File: config.mk
export PLATFORM = sky130hd
export DESIGN_NAME = uce_engine
export DESIGN_NICKNAME = d
export VERILOG_FILES = /design/src/verilog/uce_pkg.sv /design/src/verilog/uce_engine.sv
export SDC_FILE = /design/constraint.sdc
export NUM_CORES = 1
export LEC_CHECK = 0
export BUFFER_PORTS_ARGS = -buffer_cell sky130_fd_sc_hd__buf_2
export CAP_MARGIN = 30
export CORE_ASPECT_RATIO = 0.8
export CORE_MARGIN = 5
export CORE_UTILIZATION = 25
export CTS_CLUSTER_DIAMETER = 120
export DETAILED_ROUTE_END_ITERATION = 8
export GPL_ROUTABILITY_DRIVEN = 0
export SYNTH_ARGS = -nofsm -noshare
export SYNTH_HDL_FRONTEND = slang
export SYNTH_SLANG_ARGS = --single-unit
File: constraint.sdc
create_clock -name clk_in -period 2.1 [get_ports clk_in]
set_input_delay 0 -clock clk_in [delete_from_list [all_inputs] [get_ports clk_in]]
set_output_delay 0 -clock clk_in [all_outputs]
set_load 0.02 [all_outputs]
File: src/verilog/uce_pkg.sv
/*
  uce_pkg: constants and carrier types for the control endpoint engine.
  assumes a serial interface engine decodes tokens and packets for it.
*/
package uce_pkg;
  // register offsets
  localparam logic [7:0] OFF_FUNC_ADDR = 8'h00;
  localparam logic [7:0] OFF_CTRL_CS   = 8'h01;
  localparam logic [7:0] OFF_EP_SEL    = 8'h02;
  localparam logic [7:0] OFF_RX_COUNT  = 8'h03;
  localparam logic [7:0] OFF_IRQ_COMM  = 8'h04;
  localparam logic [7:0] OFF_IRQ_IN    = 8'h05;
  localparam logic [7:0] OFF_IRQ_OUT   = 8'h06;
  localparam logic [7:0] OFF_IN_LOW    = 8'h07;
  localparam logic [7:0] OFF_IN_HIGH   = 8'h08;
  localparam logic [7:0] OFF_OUT_LOW   = 8'h09;
  localparam logic [7:0] OFF_OUT_HIGH  = 8'h0a;
  // ctrl_ep_status_reg fields
  localparam int CS_RX_READY    = 0;
  localparam int CS_TX_READY    = 1;
  localparam int CS_STALL_SENT  = 2;
  localparam int CS_STALL_REQ   = 3;
  localparam int CS_LAST_DATA   = 4;
  localparam int CS_SETUP_ABORT = 5;
  localparam int CS_RX_RELEASE  = 6;
  localparam int CS_ABORT_CLEAR = 7;
  // indexed endpoint fields and interrupt flag bits
  localparam int EP_DIR_EN_BIT  = 0;
  localparam int EP_ISO_BIT     = 6;
  localparam int COMM_RESUME    = 1;
  localparam int EP0_IRQ_BIT    = 0;
  // sizes and reset values
  localparam logic [6:0] SETUP_LEN   = 7'h08;
  localparam logic [6:0] EP0_MAX_PKT = 7'h20;
  localparam logic [2:0] EP_LAST     = 3'h5;
  localparam logic [6:0] ADDR_RESET  = 7'h00;
  localparam logic [7:0] BYTE_ZERO   = 8'h00;

  typedef enum logic [1:0] {
    UCE_PID_SETUP = 2'h0,
    UCE_PID_OUT   = 2'h1,
    UCE_PID_IN    = 2'h2,
    UCE_PID_NONE  = 2'h3
  } uce_pid_type;

  typedef enum logic [2:0] {
    UCE_RSP_NONE  = 3'h0,
    UCE_RSP_ACK   = 3'h1,
    UCE_RSP_NAK   = 3'h2,
    UCE_RSP_STALL = 3'h3,
    UCE_RSP_DATA  = 3'h4
  } uce_rsp_type;

  // gray codes along idle -> tx -> status -> rx -> idle
  typedef enum logic [1:0] {
    UCE_ST_IDLE   = 2'h0,
    UCE_ST_TX     = 2'h1,
    UCE_ST_STATUS = 2'h3,
    UCE_ST_RX     = 2'h2
  } uce_state_type;

  typedef struct packed {
    logic        valid;
    uce_pid_type pid;
    logic [6:0]  addr;
    logic [3:0]  ep;
  } uce_token_type;

  typedef struct packed {
    logic       done;
    logic [6:0] len;
    logic       data1;
    logic       setup_dir_in;
  } uce_packet_type;

  typedef struct packed {
    uce_rsp_type kind;
    logic        zlp;
    logic        ep_pass;
    logic        ep_iso;
  } uce_resp_type;
endpackage

File: src/verilog/uce_engine.sv
/*
  uce_engine: usb control endpoint engine with endpoint 1-5 selection.
  assumes an engine upstream that decodes tokens, packet ends and
  host acks, and firmware on a plain strobe register port.
*/
// Chosen here: strobed register access and the register addresses.
// How it works
// - resume seen on the bus gives a rising edge on port 0 bit 7.
// - with address zero only the control endpoint carries traffic.
// - a non-zero address moves to addressed; configured endpoints open.
// - control endpoint is one direction at a time, 32 byte packets.
// - control interrupt on receive, sent, in done, stall sent, abort.
// - protocol error answers stall, sets stall-sent, raises interrupt.
// - tokens after last data, oversize out, nonzero status are errors.
// - stall request makes control in and out tokens answer with stall; setup is still taken.
// - unexpected token in data stage sets abort, interrupt, back to idle.
// - a setup packet must be 8 bytes, otherwise it is rejected.
// - release without last data enters tx or rx by setup direction.
// - a received setup or data packet sets receive-ready and interrupts.
// - tx takes only in, rx only out; firmware last data ends data stage.
// - each sent packet clears transmit-ready and interrupts once.
// - last data with transmit-ready starts status; idle when it ends.
// - in token in tx without transmit-ready is answered with nak.
// - endpoints 1-5 in, out or both, each iso or bulk/interrupt.
// - interrupt flag registers clear themselves when read.
`timescale 1ns/100ps
module uce_engine (
  input  wire logic                clk_in,
  input  wire logic                rst_in,
  input  wire logic                usb_enable_in,
  input  wire logic [7:0]          addr_in,
  input  wire logic [7:0]          wr_data_in,
  input  wire logic                wr_in,
  input  wire logic                rd_in,
  output logic      [7:0]          rd_data_out,
  input  wire uce_pkg::uce_token_type  tok_in,
  input  wire uce_pkg::uce_packet_type pkt_in,
  input  wire logic                in_ack_in,
  input  wire logic                resume_in,
  output uce_pkg::uce_resp_type    resp_out,
  output logic                     port0_bit7_out,
  output logic                     addressed_out
);
  function automatic logic hit(input logic [7:0] a, input logic [7:0] off);
    hit = (a == off);
  endfunction

  logic                  clr;
  logic [6:0]            func_addr_q;
  logic [2:0]            ep_sel_q;
  logic [5:1]            in_en_q;
  logic [5:1]            in_iso_q;
  logic [5:1]            out_en_q;
  logic [5:1]            out_iso_q;
  uce_pkg::uce_state_type state_q;
  uce_pkg::uce_pid_type  expect_q;
  uce_pkg::uce_resp_type resp_q;
  logic                  rx_rdy_q;
  logic                  tx_rdy_q;
  logic                  stall_sent_q;
  logic                  stall_req_q;
  logic                  last_q;
  logic                  abort_q;
  logic                  dir_in_q;
  logic                  status_in_q;
  logic                  in_wait_q;
  logic                  ep0_irq_q;
  logic [5:0]            rx_count_q;
  logic                  resume_q;
  logic                  irq_ep0_flag_q;
  logic                  irq_resume_flag_q;
  logic [7:0]            rd_data_q;
  logic [7:0]            rd_data_d;
  logic                  ep0_tok;
  logic                  data_tok;
  logic                  idx_ok;
  logic                  cs_wr;
  logic [2:0]            tok_ep3;

  // disable acts as a reset of the whole engine
  assign clr = rst_in | ~usb_enable_in;
  assign addressed_out = (func_addr_q != uce_pkg::ADDR_RESET);
  assign tok_ep3 = tok_in.ep[2:0];
  assign ep0_tok = tok_in.valid && (tok_in.addr == func_addr_q) &&
                   (tok_in.ep == 4'h0);
  assign data_tok = tok_in.valid && (tok_in.addr == func_addr_q) &&
                    (tok_in.ep != 4'h0) && (tok_in.ep[3] == 1'b0) &&
                    (tok_ep3 <= uce_pkg::EP_LAST);
  assign idx_ok = (ep_sel_q != 3'h0) && (ep_sel_q <= uce_pkg::EP_LAST);
  assign cs_wr = wr_in && hit(addr_in, uce_pkg::OFF_CTRL_CS);
  assign resp_out = resp_q;
  assign rd_data_out = rd_data_q;

  // plain configuration registers
  always_ff @(posedge clk_in) begin
    if (clr) begin
      func_addr_q <= uce_pkg::ADDR_RESET;
      ep_sel_q    <= 3'h0;
      in_en_q     <= 5'h00;
      in_iso_q    <= 5'h00;
      out_en_q    <= 5'h00;
      out_iso_q   <= 5'h00;
    end else if (wr_in) begin
      if (hit(addr_in, uce_pkg::OFF_FUNC_ADDR))
        func_addr_q <= wr_data_in[6:0];
      if (hit(addr_in, uce_pkg::OFF_EP_SEL))
        ep_sel_q <= wr_data_in[2:0];
      if (idx_ok) begin
        if (hit(addr_in, uce_pkg::OFF_IN_LOW))
          in_en_q[ep_sel_q] <= wr_data_in[uce_pkg::EP_DIR_EN_BIT];
        if (hit(addr_in, uce_pkg::OFF_IN_HIGH))
          in_iso_q[ep_sel_q] <= wr_data_in[uce_pkg::EP_ISO_BIT];
        if (hit(addr_in, uce_pkg::OFF_OUT_LOW))
          out_en_q[ep_sel_q] <= wr_data_in[uce_pkg::EP_DIR_EN_BIT];
        if (hit(addr_in, uce_pkg::OFF_OUT_HIGH))
          out_iso_q[ep_sel_q] <= wr_data_in[uce_pkg::EP_ISO_BIT];
      end
    end
  end

  // resume wake edge; level follows the bus so each resume gives an edge
  always_ff @(posedge clk_in) begin
    resume_q       <= resume_in && !clr;
    port0_bit7_out <= resume_in && !clr;
  end

  // control endpoint engine
  always_ff @(posedge clk_in) begin
    if (clr) begin
      state_q      <= uce_pkg::UCE_ST_IDLE;
      expect_q     <= uce_pkg::UCE_PID_NONE;
      resp_q       <= '0;
      rx_rdy_q     <= 1'b0;
      tx_rdy_q     <= 1'b0;
      stall_sent_q <= 1'b0;
      stall_req_q  <= 1'b0;
      last_q       <= 1'b0;
      abort_q      <= 1'b0;
      dir_in_q     <= 1'b0;
      status_in_q  <= 1'b0;
      in_wait_q    <= 1'b0;
      ep0_irq_q    <= 1'b0;
      rx_count_q   <= 6'h00;
    end else begin
      resp_q    <= '0;
      ep0_irq_q <= 1'b0;
      // firmware side first, so hardware events below win the same cycle
      if (cs_wr) begin
        stall_req_q <= wr_data_in[uce_pkg::CS_STALL_REQ];
        if (wr_data_in[uce_pkg::CS_TX_READY])
          tx_rdy_q <= 1'b1;
        if (wr_data_in[uce_pkg::CS_LAST_DATA])
          last_q <= 1'b1;
        if (!wr_data_in[uce_pkg::CS_STALL_SENT])
          stall_sent_q <= 1'b0;
        if (wr_data_in[uce_pkg::CS_ABORT_CLEAR])
          abort_q <= 1'b0;
        if (wr_data_in[uce_pkg::CS_RX_RELEASE]) begin
          rx_rdy_q <= 1'b0;
          if (state_q == uce_pkg::UCE_ST_IDLE &&
              !wr_data_in[uce_pkg::CS_LAST_DATA]) begin
            state_q <= dir_in_q ? uce_pkg::UCE_ST_TX
                                : uce_pkg::UCE_ST_RX;
          end
          if (state_q == uce_pkg::UCE_ST_RX &&
              wr_data_in[uce_pkg::CS_LAST_DATA]) begin
            state_q     <= uce_pkg::UCE_ST_STATUS;
            status_in_q <= 1'b1;
          end
        end
      end
      if (ep0_tok) begin
        in_wait_q <= 1'b0;
        expect_q  <= uce_pkg::UCE_PID_NONE;
        if (tok_in.pid == uce_pkg::UCE_PID_SETUP) begin
          expect_q <= uce_pkg::UCE_PID_SETUP;
        end else if (stall_req_q &&
                     tok_in.pid != uce_pkg::UCE_PID_NONE) begin
          stall_now();
        end else if (tok_in.pid == uce_pkg::UCE_PID_IN) begin
          unique case (state_q)
            uce_pkg::UCE_ST_TX: begin
              if (tx_rdy_q) begin
                resp_q.kind <= uce_pkg::UCE_RSP_DATA;
                in_wait_q   <= 1'b1;
              end else begin
                resp_q.kind <= uce_pkg::UCE_RSP_NAK;
              end
            end
            uce_pkg::UCE_ST_STATUS: begin
              if (status_in_q)
                send_zlp();
              else
                stall_now();
            end
            uce_pkg::UCE_ST_IDLE: begin
              if (last_q)
                send_zlp();
              else
                stall_now();
            end
            uce_pkg::UCE_ST_RX: begin
              abort_now();
            end
          endcase
        end else if (tok_in.pid == uce_pkg::UCE_PID_OUT) begin
          unique case (state_q)
            uce_pkg::UCE_ST_RX: begin
              expect_q <= uce_pkg::UCE_PID_OUT;
            end
            uce_pkg::UCE_ST_STATUS: begin
              if (status_in_q)
                stall_now();
              else
                expect_q <= uce_pkg::UCE_PID_OUT;
            end
            uce_pkg::UCE_ST_TX: begin
              abort_now();
            end
            uce_pkg::UCE_ST_IDLE: begin
              stall_now();
            end
          endcase
        end
      end else if (pkt_in.done && expect_q != uce_pkg::UCE_PID_NONE) begin
        expect_q <= uce_pkg::UCE_PID_NONE;
        if (expect_q == uce_pkg::UCE_PID_SETUP) begin
          // short or long setups are dropped with no answer
          if (pkt_in.len == uce_pkg::SETUP_LEN) begin
            if (state_q != uce_pkg::UCE_ST_IDLE || last_q)
              abort_q <= 1'b1;
            state_q     <= uce_pkg::UCE_ST_IDLE;
            last_q      <= 1'b0;
            tx_rdy_q    <= 1'b0;
            dir_in_q    <= pkt_in.setup_dir_in;
            rx_rdy_q    <= 1'b1;
            rx_count_q  <= pkt_in.len[5:0];
            ep0_irq_q   <= 1'b1;
            resp_q.kind <= uce_pkg::UCE_RSP_ACK;
          end
        end else if (state_q == uce_pkg::UCE_ST_STATUS) begin
          if (pkt_in.data1 && pkt_in.len == 7'h00) begin
            state_q     <= uce_pkg::UCE_ST_IDLE;
            last_q      <= 1'b0;
            ep0_irq_q   <= 1'b1;
            resp_q.kind <= uce_pkg::UCE_RSP_ACK;
          end else begin
            stall_now();
          end
        end else if (pkt_in.len > uce_pkg::EP0_MAX_PKT) begin
          stall_now();
        end else if (rx_rdy_q) begin
          // one buffer only: the host retries until firmware releases
          resp_q.kind <= uce_pkg::UCE_RSP_NAK;
        end else begin
          rx_rdy_q    <= 1'b1;
          rx_count_q  <= pkt_in.len[5:0];
          ep0_irq_q   <= 1'b1;
          resp_q.kind <= uce_pkg::UCE_RSP_ACK;
        end
      end else if (in_wait_q && in_ack_in) begin
        in_wait_q <= 1'b0;
        ep0_irq_q <= 1'b1;
        if (state_q == uce_pkg::UCE_ST_TX) begin
          tx_rdy_q <= 1'b0;
          if (last_q) begin
            state_q     <= uce_pkg::UCE_ST_STATUS;
            status_in_q <= 1'b0;
          end
        end else begin
          state_q <= uce_pkg::UCE_ST_IDLE;
          last_q  <= 1'b0;
        end
      end
      if (data_tok) begin
        // other endpoints stay shut until an address is given
        if (tok_in.pid == uce_pkg::UCE_PID_IN) begin
          resp_q.ep_pass <= addressed_out && in_en_q[tok_ep3];
          resp_q.ep_iso  <= in_iso_q[tok_ep3];
        end else if (tok_in.pid == uce_pkg::UCE_PID_OUT) begin
          resp_q.ep_pass <= addressed_out && out_en_q[tok_ep3];
          resp_q.ep_iso  <= out_iso_q[tok_ep3];
        end
      end
    end
  end

  task automatic stall_now();
    resp_q.kind  <= uce_pkg::UCE_RSP_STALL;
    stall_sent_q <= 1'b1;
    ep0_irq_q    <= 1'b1;
    state_q      <= uce_pkg::UCE_ST_IDLE;
    last_q       <= 1'b0;
    tx_rdy_q     <= 1'b0;
  endtask

  task automatic abort_now();
    abort_q   <= 1'b1;
    ep0_irq_q <= 1'b1;
    state_q   <= uce_pkg::UCE_ST_IDLE;
    last_q    <= 1'b0;
    tx_rdy_q  <= 1'b0;
  endtask

  task automatic send_zlp();
    resp_q.kind <= uce_pkg::UCE_RSP_DATA;
    resp_q.zlp  <= 1'b1;
    in_wait_q   <= 1'b1;
  endtask

  // sticky flags; a set in the read cycle survives the read clear
  always_ff @(posedge clk_in) begin
    if (clr) begin
      irq_ep0_flag_q    <= 1'b0;
      irq_resume_flag_q <= 1'b0;
    end else begin
      if (rd_in && hit(addr_in, uce_pkg::OFF_IRQ_IN))
        irq_ep0_flag_q <= 1'b0;
      if (rd_in && hit(addr_in, uce_pkg::OFF_IRQ_COMM))
        irq_resume_flag_q <= 1'b0;
      if (ep0_irq_q)
        irq_ep0_flag_q <= 1'b1;
      if (resume_in && !resume_q)
        irq_resume_flag_q <= 1'b1;
    end
  end

  always_comb begin
    rd_data_d = uce_pkg::BYTE_ZERO;
    if (hit(addr_in, uce_pkg::OFF_FUNC_ADDR)) begin
      rd_data_d = {1'b0, func_addr_q};
    end else if (hit(addr_in, uce_pkg::OFF_CTRL_CS)) begin
      rd_data_d = {2'b00, abort_q, last_q, stall_req_q, stall_sent_q,
                   tx_rdy_q, rx_rdy_q};
    end else if (hit(addr_in, uce_pkg::OFF_EP_SEL)) begin
      rd_data_d = {5'h00, ep_sel_q};
    end else if (hit(addr_in, uce_pkg::OFF_RX_COUNT)) begin
      rd_data_d = {2'b00, rx_count_q};
    end else if (hit(addr_in, uce_pkg::OFF_IRQ_COMM)) begin
      rd_data_d[uce_pkg::COMM_RESUME] = irq_resume_flag_q;
    end else if (hit(addr_in, uce_pkg::OFF_IRQ_IN)) begin
      rd_data_d[uce_pkg::EP0_IRQ_BIT] = irq_ep0_flag_q;
    end else if (idx_ok && hit(addr_in, uce_pkg::OFF_IN_LOW)) begin
      rd_data_d[uce_pkg::EP_DIR_EN_BIT] = in_en_q[ep_sel_q];
    end else if (idx_ok && hit(addr_in, uce_pkg::OFF_IN_HIGH)) begin
      rd_data_d[uce_pkg::EP_ISO_BIT] = in_iso_q[ep_sel_q];
    end else if (idx_ok && hit(addr_in, uce_pkg::OFF_OUT_LOW)) begin
      rd_data_d[uce_pkg::EP_DIR_EN_BIT] = out_en_q[ep_sel_q];
    end else if (idx_ok && hit(addr_in, uce_pkg::OFF_OUT_HIGH)) begin
      rd_data_d[uce_pkg::EP_ISO_BIT] = out_iso_q[ep_sel_q];
    end
  end

  always_ff @(posedge clk_in) begin
    rd_data_q <= (rd_in && !clr) ? rd_data_d : uce_pkg::BYTE_ZERO;
  end
endmodule // uce_engine

Yosys cells after proc, flatten, opt, wreduce, memory -nomap -nowiden
Index checks and enable logic that the tools add are counted.

Register bits after elaboration: 67. Bits in latches: 0. RAM bits: 0. ROM bits: 0. Memories: 0.

$add $sub $neg: 0. Multiply operators: 0. Divide/modulo/power cells: 0. Magnitude comparators: 6. Equal/unequal tests: 23. Shift-type cells: 0. Mux-type cells: 215. Bitwise logic cells: 7. Reduce and logical (&&, ||, !) cells: 56.

Operators with widths (number): $mux 1 (132); $mux 2 (36); $mux 6 (5); $mux 3 (9); $logic_and 1x1->1 (25); $bmux 1 s3 (8); $eq 8x3->1 const B (3); $eq 8x4->1 const B (3); $mux 7 (3); $bwmux 5 (4); $eq 8x2->1 const B (2); $pmux 1 s2 (6); $pmux 1 s3 (4); $pmux 2 s2 (3); $reduce_and 3->1 (4); $ne 2x2->1 const B (5); $reduce_bool 2->1 (5); $pmux 3 s3 (1); $eq 8x1->1 const B (1); $logic_not 8->1 (1); $lt 3x4->1 const B (2); $mux 4 (2); $eq 7x4->1 const B (1); $eq 7x7->1 (1); 24 further kinds (41).

Longest topological paths before layout
Word-level depth: 13. Depth in mapped cells: 8.

Worst setup path after synthesis
No wires, ideal clock.

Path type: reg2reg. Start: register state_q[1]. End: register stall_sent_q. Setup time: 0.132 ns. Arrival: 1.730 ns. Required time: 1.968 ns. Slack: 0.238 ns. Cell stages (with the launch flop): 8. Buffers on the path: 1. Cells stage by stage: dfxtp_1 > ha_1 > clkbuf_1 > or4bb_1 > o31ai_1 > a211oi_1 > mux2i_1 > a21oi_1.

Word-level cells in the longest chain between the ends: 7. Elaborated cells between the ends (all ways): 12. Those cells by class: eq/ne (1); mux (10); reduce/logical (1).

Ends and longest elaborated chain: start: declaration (RTL line uce_engine.sv:55) `uce_pkg::uce_state_type state_q;`; start signal: assignment (RTL line uce_engine.sv:130) `state_q <= uce_pkg::UCE_ST_IDLE;`; start signal: assignment (RTL line uce_engine.sv:162) `state_q <= dir_in_q ? uce_pkg::UCE_ST_TX`; start signal: assignment (RTL line uce_engine.sv:167) `state_q <= uce_pkg::UCE_ST_STATUS;`; $eq 2x2->1 / $logic_not 2->1 (equally long branches) (RTL line uce_engine.sv:181, uce_engine.sv:207, uce_engine.sv:241); $pmux 1 s2 (RTL line uce_engine.sv:207) `unique case (state_q)`; $mux 1 (RTL line uce_engine.sv:206) `end else if (tok_in.pid == uce_pkg::UCE_PID_OUT) begin`; $mux 1 (RTL line uce_engine.sv:180) `end else if (tok_in.pid == uce_pkg::UCE_PID_IN) begin`; $mux 1 (RTL line uce_engine.sv:177) `end else if (stall_req_q &&`; $mux 1 (RTL line uce_engine.sv:175) `if (tok_in.pid == uce_pkg::UCE_PID_SETUP) begin`; $mux 1 * (RTL line uce_engine.sv:172) `if (ep0_tok) begin`; end signal: assignment (RTL line uce_engine.sv:135) `stall_sent_q <= 1'b0;`; end signal: assignment (RTL line uce_engine.sv:155) `stall_sent_q <= 1'b0;`; end: declaration (RTL line uce_engine.sv:60) `logic stall_sent_q;`.

Every way passes the cells marked *; elsewhere a longest branch is shown, timed or not. A chain may end at the register's enable or synchronous reset.

Worst setup path after layout
Start: register state_q[1]. End: register state_q[0].

Word-level cells in the longest chain between the ends: 13. Elaborated cells between the ends (all ways): 29. Those cells by class: eq/ne (3); mux (22); reduce/logical (4).

Ends and longest elaborated chain: $logic_not 2->1 (RTL line uce_engine.sv:160, uce_engine.sv:181, uce_engine.sv:207); $logic_and 1x1->1 (RTL line uce_engine.sv:160) `if (state_q == uce_pkg::UCE_ST_IDLE &&`; $mux 2 (RTL line uce_engine.sv:160); $mux 2 (RTL line uce_engine.sv:165) `if (state_q == uce_pkg::UCE_ST_RX &&`; $mux 2 (RTL line uce_engine.sv:158) `if (wr_data_in[uce_pkg::CS_RX_RELEASE]) begin`; $mux 2 (RTL line uce_engine.sv:148) `if (cs_wr) begin`; $mux 2 (RTL line uce_engine.sv:212) `if (status_in_q)`; $pmux 2 s2 (RTL line uce_engine.sv:207); $mux 2 (RTL line uce_engine.sv:206); $mux 2 (RTL line uce_engine.sv:180); $mux 2 (RTL line uce_engine.sv:177); $mux 2 (RTL line uce_engine.sv:175); $mux 2 * (RTL line uce_engine.sv:172).

Marked as above.

==> flow_metrics.tcl <==
set metrics [dict create \
    grt_max_degree 29 \
    htree_levels 3 \
    dp_hpwl_mm 10.1 \
    end_kind "flip-flop" \
    holdWs_ps 6.29 \
    period_minus_slack_ps 1970 \
    clockBufferDepth 2 \
    vias 4051 \
    viasPerCell 5.09 \
    dpl_cell_area_sq_um 4760 \
    crit_family "simple AND/OR/NAND/NOR gates" \
    setup_viol 0 \
    grt-ovfl-total 0 \
    ir_drop_mv 0.493 \
    area_growth_pct 26.8 \
    timing.slew.headroom_pct 54.0 \
    drc 0 \
    power_mw 3.05 \
    syn_area_per_cell_sq_um 8.24 \
    reg2reg_to "state_q[0]$_SDFF_PP0_" \
    fmax_mhz 508 \
    yosysSeqAreaShare_pct 32.2 \
    coreArea_sq_um 16000 \
    fin_crit_sh_pct 93.8 \
    critPathMaxFanout 8 \
    setup.worst_path.end "state_q[0]$_SDFF_PP0_" \
    grt_pass1_vias 3727 \
    die_h_um 125 \
    r2r_setup_slack_ps 130 \
    cts_tree "built" \
    synth_largest_area_cell "dfxtp_1" \
    insertion_delay_ps 340 \
    fin_skew_ps 12.1 \
    regToRegStartpoint "state_q[1]$_SDFF_PP0_" \
    crit_path_start "state_q[1]$_SDFF_PP0_" \
    mostFrequentLayoutCells "dfxtp_1 (66), buf_2 (61), nor2_1 (52)" \
    dp_slack_ps 124 \
    crit_cells 7 \
    hold_viol 0 \
    clockRootBuffer "clkbuf_16" \
    fin_setup_tns_ps 0 \
    synth_fp_nets 550 \
    setup_slack_ps 130 \
    finalMaxSlewViolations 0 \
    cap_viol_max_count 0 \
    pwr-share-clk_pct 50.2 \
    intPower_mw 2.31 \
    postSynthCellCount 498 \
    p_per_area_nw_per_um2 587 \
    port_buffers 61 \
    drt_iter0_drc 333 \
    design_area_sq_um 5200 \
    slowest_delay_ps 390 \
    nets 628 \
    startpoint_type "flip-flop" \
    slowest_stage "dfxtp_1" \
    diodes 0 \
    drive_above_1_share_pct 23.2 \
    pwr-share-seq_pct 41.1 \
    synth_top_area_share_pct 32.2 \
    cp.required_ps 2360 \
    grt_usage_pct 13.9 \
    synth.cell_area_sq_um 4100 \
    wirelength_mm 13.3 \
    power.share.combinational_pct 8.6 \
    cp_num_buf_inv 1 \
    outcome "complete, no violations" \
    clk_pin_slew_ps 60 \
    die_x_um 153 \
    dieArea_sq_um 19100 \
    pin_count 63 \
    swShare_pct 24.3 \
    synth_ff_type "dfxtp_1" \
    yosys-top-cells-area "dfxtp_1 (32%), mux2i_1 (8.8%), a21oi_1 (4.9%), nor2_1 (4.9%), nand3_1 (4.0%)" \
    synth_edf_count 0 \
    ys_types 76 \
    layout_commonest_cell "dfxtp_1" \
    p_switching_mw 0.741 \
    yosysWarnings 0 \
    reg2reg_depth 7 \
    rsz0062_at_grt "false" \
    arrival_ps 2230 \
    worstMarginPinSlew_ps 686 \
    clock_sinks 66 \
    crit_type "reg -> reg" \
    wl_per_cell_um 16.7 \
    drtPass1Iterations 5 \
    grt_pass1_wl_mm 21.3 \
    synthArstFlopShare_pct 0 \
    initial_core_util_pct 25.7 \
    hold_class "in -> reg" \
    cts-buffers-inserted 9 \
    critical_path.cell_chain "ha_1 > buf_4 > a22oi_1 > nand2b_1 > a21oi_1 > or3_1 > a211oi_1" \
    ant_nets 0 \
    leakagePower_nw 1.97 \
    yosys_register_bits 66 \
    antenna_found_initial 0 \
    rows 41 \
]
-- through the flow --
stage               instances  utilization (%)
floorplan                 498                -
global placement          766             29.8
detailed placement        766             29.8
CTS                       796             32.6
global route              796             32.6
finish                    796             32.6
-- how the worst min path moves through the flow --
| stage | endpoint | cells after the start | slack (ps) | startpoint |
|---|---|---|---|---|
| after global placement | resume_q$_DFF_P_ | 2 | 220 | resume_in |
| after floorplan | resp_out[0]$_SDFF_PP0_ | 1 | 110 | tok_in[2] |
| after global routing | rd_data_out[6]$_SDFF_PN0_ | 3 | 20 | rd_in |
| final | expect_q[0]$_SDFFE_PP1P_ | 3 | 6 | pkt_in[9] |
| after detailed placement | resume_q$_DFF_P_ | 2 | 220 | resume_in |
| after CTS | expect_q[0]$_SDFFE_PP1P_ | 3 | 4 | pkt_in[9] |
-- cell families (layout without fill, tap and decap cells) --
family | Yosys count | in the layout | synth area share, %
mux | 44 | 44 | 11.5
xor+xnor | 8 | 8 | 1.71
buf+inv | 47 | 130 | 5.12
fa+ha+maj | 6 | 6 | 1.77
other cells | 1 | 1 | 0.0914
simple gates | 197 | 197 | 26.1
compound gates | 129 | 129 | 21.4
flops | 66 | 66 | 32.2
-- sequential cells by signal, indices dropped and copies added, names as in the netlist, 2 cells and up --
register	cells
out_en_q	5
rx_count_q	6
in_en_q	5
resp_out	6
ep_sel_q	3
expect_q	2
state_q	2
in_iso_q	5
rd_data_out	7
func_addr_q	7
out_iso_q	5
-- power groups by stage --
| stage | clock network (mW) | registers (mW) | logic, mW |
|---|---|---|---|
| 2_1_floorplan | 0 | 1.28 | 0.129 |
| 3_3_place_gp | 0 | 1.28 | 0.238 |
| 3_5_place_dp | 0 | 1.28 | 0.239 |
| 4_1_cts | 1.57 | 1.25 | 0.260 |
| 5_1_grt | 1.61 | 1.25 | 0.286 |
| 6_report | 1.53 | 1.26 | 0.264 |
-- Yosys cell counts (5+ instances only) --
| cell type | count |
|---|---|
| nand2b_1 | 9 |
| nand4_1 | 6 |
| inv_1 | 8 |
| clkbuf_1 | 28 |
| xor2_1 | 7 |
| ha_1 | 5 |
| a22oi_1 | 5 |
| nand3_1 | 33 |
| nand2_1 | 28 |
| o21ai_0 | 16 |
| buf_2 | 5 |
| o21ai_1 | 11 |
| dfxtp_1 | 66 |
| mux2_2 | 6 |
| nor3b_1 | 5 |
| nor3_1 | 11 |
| nor2_1 | 53 |
| mux2i_1 | 36 |
| o31ai_1 | 5 |
| a211oi_1 | 9 |
| nor2b_1 | 15 |
| a21oi_1 | 40 |
-- area by class of cell --
type,instances,area (sq um)
sequential,66,1320
clock buffer,12,246
fill,1674,10800
timing repair buffer,106,703
clock inverter,4,51.3
tap,215,269
multi-input combinational,385,2580
inverter,8,30.0
-- worst min-delay path, delay by kind of cell --
family	cells	cell delay, ps
AND/OR/NAND/NOR	1	50
AO/OA/AOI/OAI	1	140
buffers and inverters	1	120
-- per-layer routing --
metal  part of all wire, %  GRT usage [%]  up-vias
li1                      -              -     1985
met1                    51           22.0     1906
met2                    40           18.2      145
met3                   7.7           3.27       15
met4                   1.5           3.88        0
met5                     0              0        -
-- timing repair --
action	in CTS	in global routing
endpoints found under the hold margin	17	0
endpoints found under the setup margin	0	7
resized for setup	0	2
hold buffers	14	0
setup buffers	0	0
Note: power is estimated with default switching activity, not from simulation.
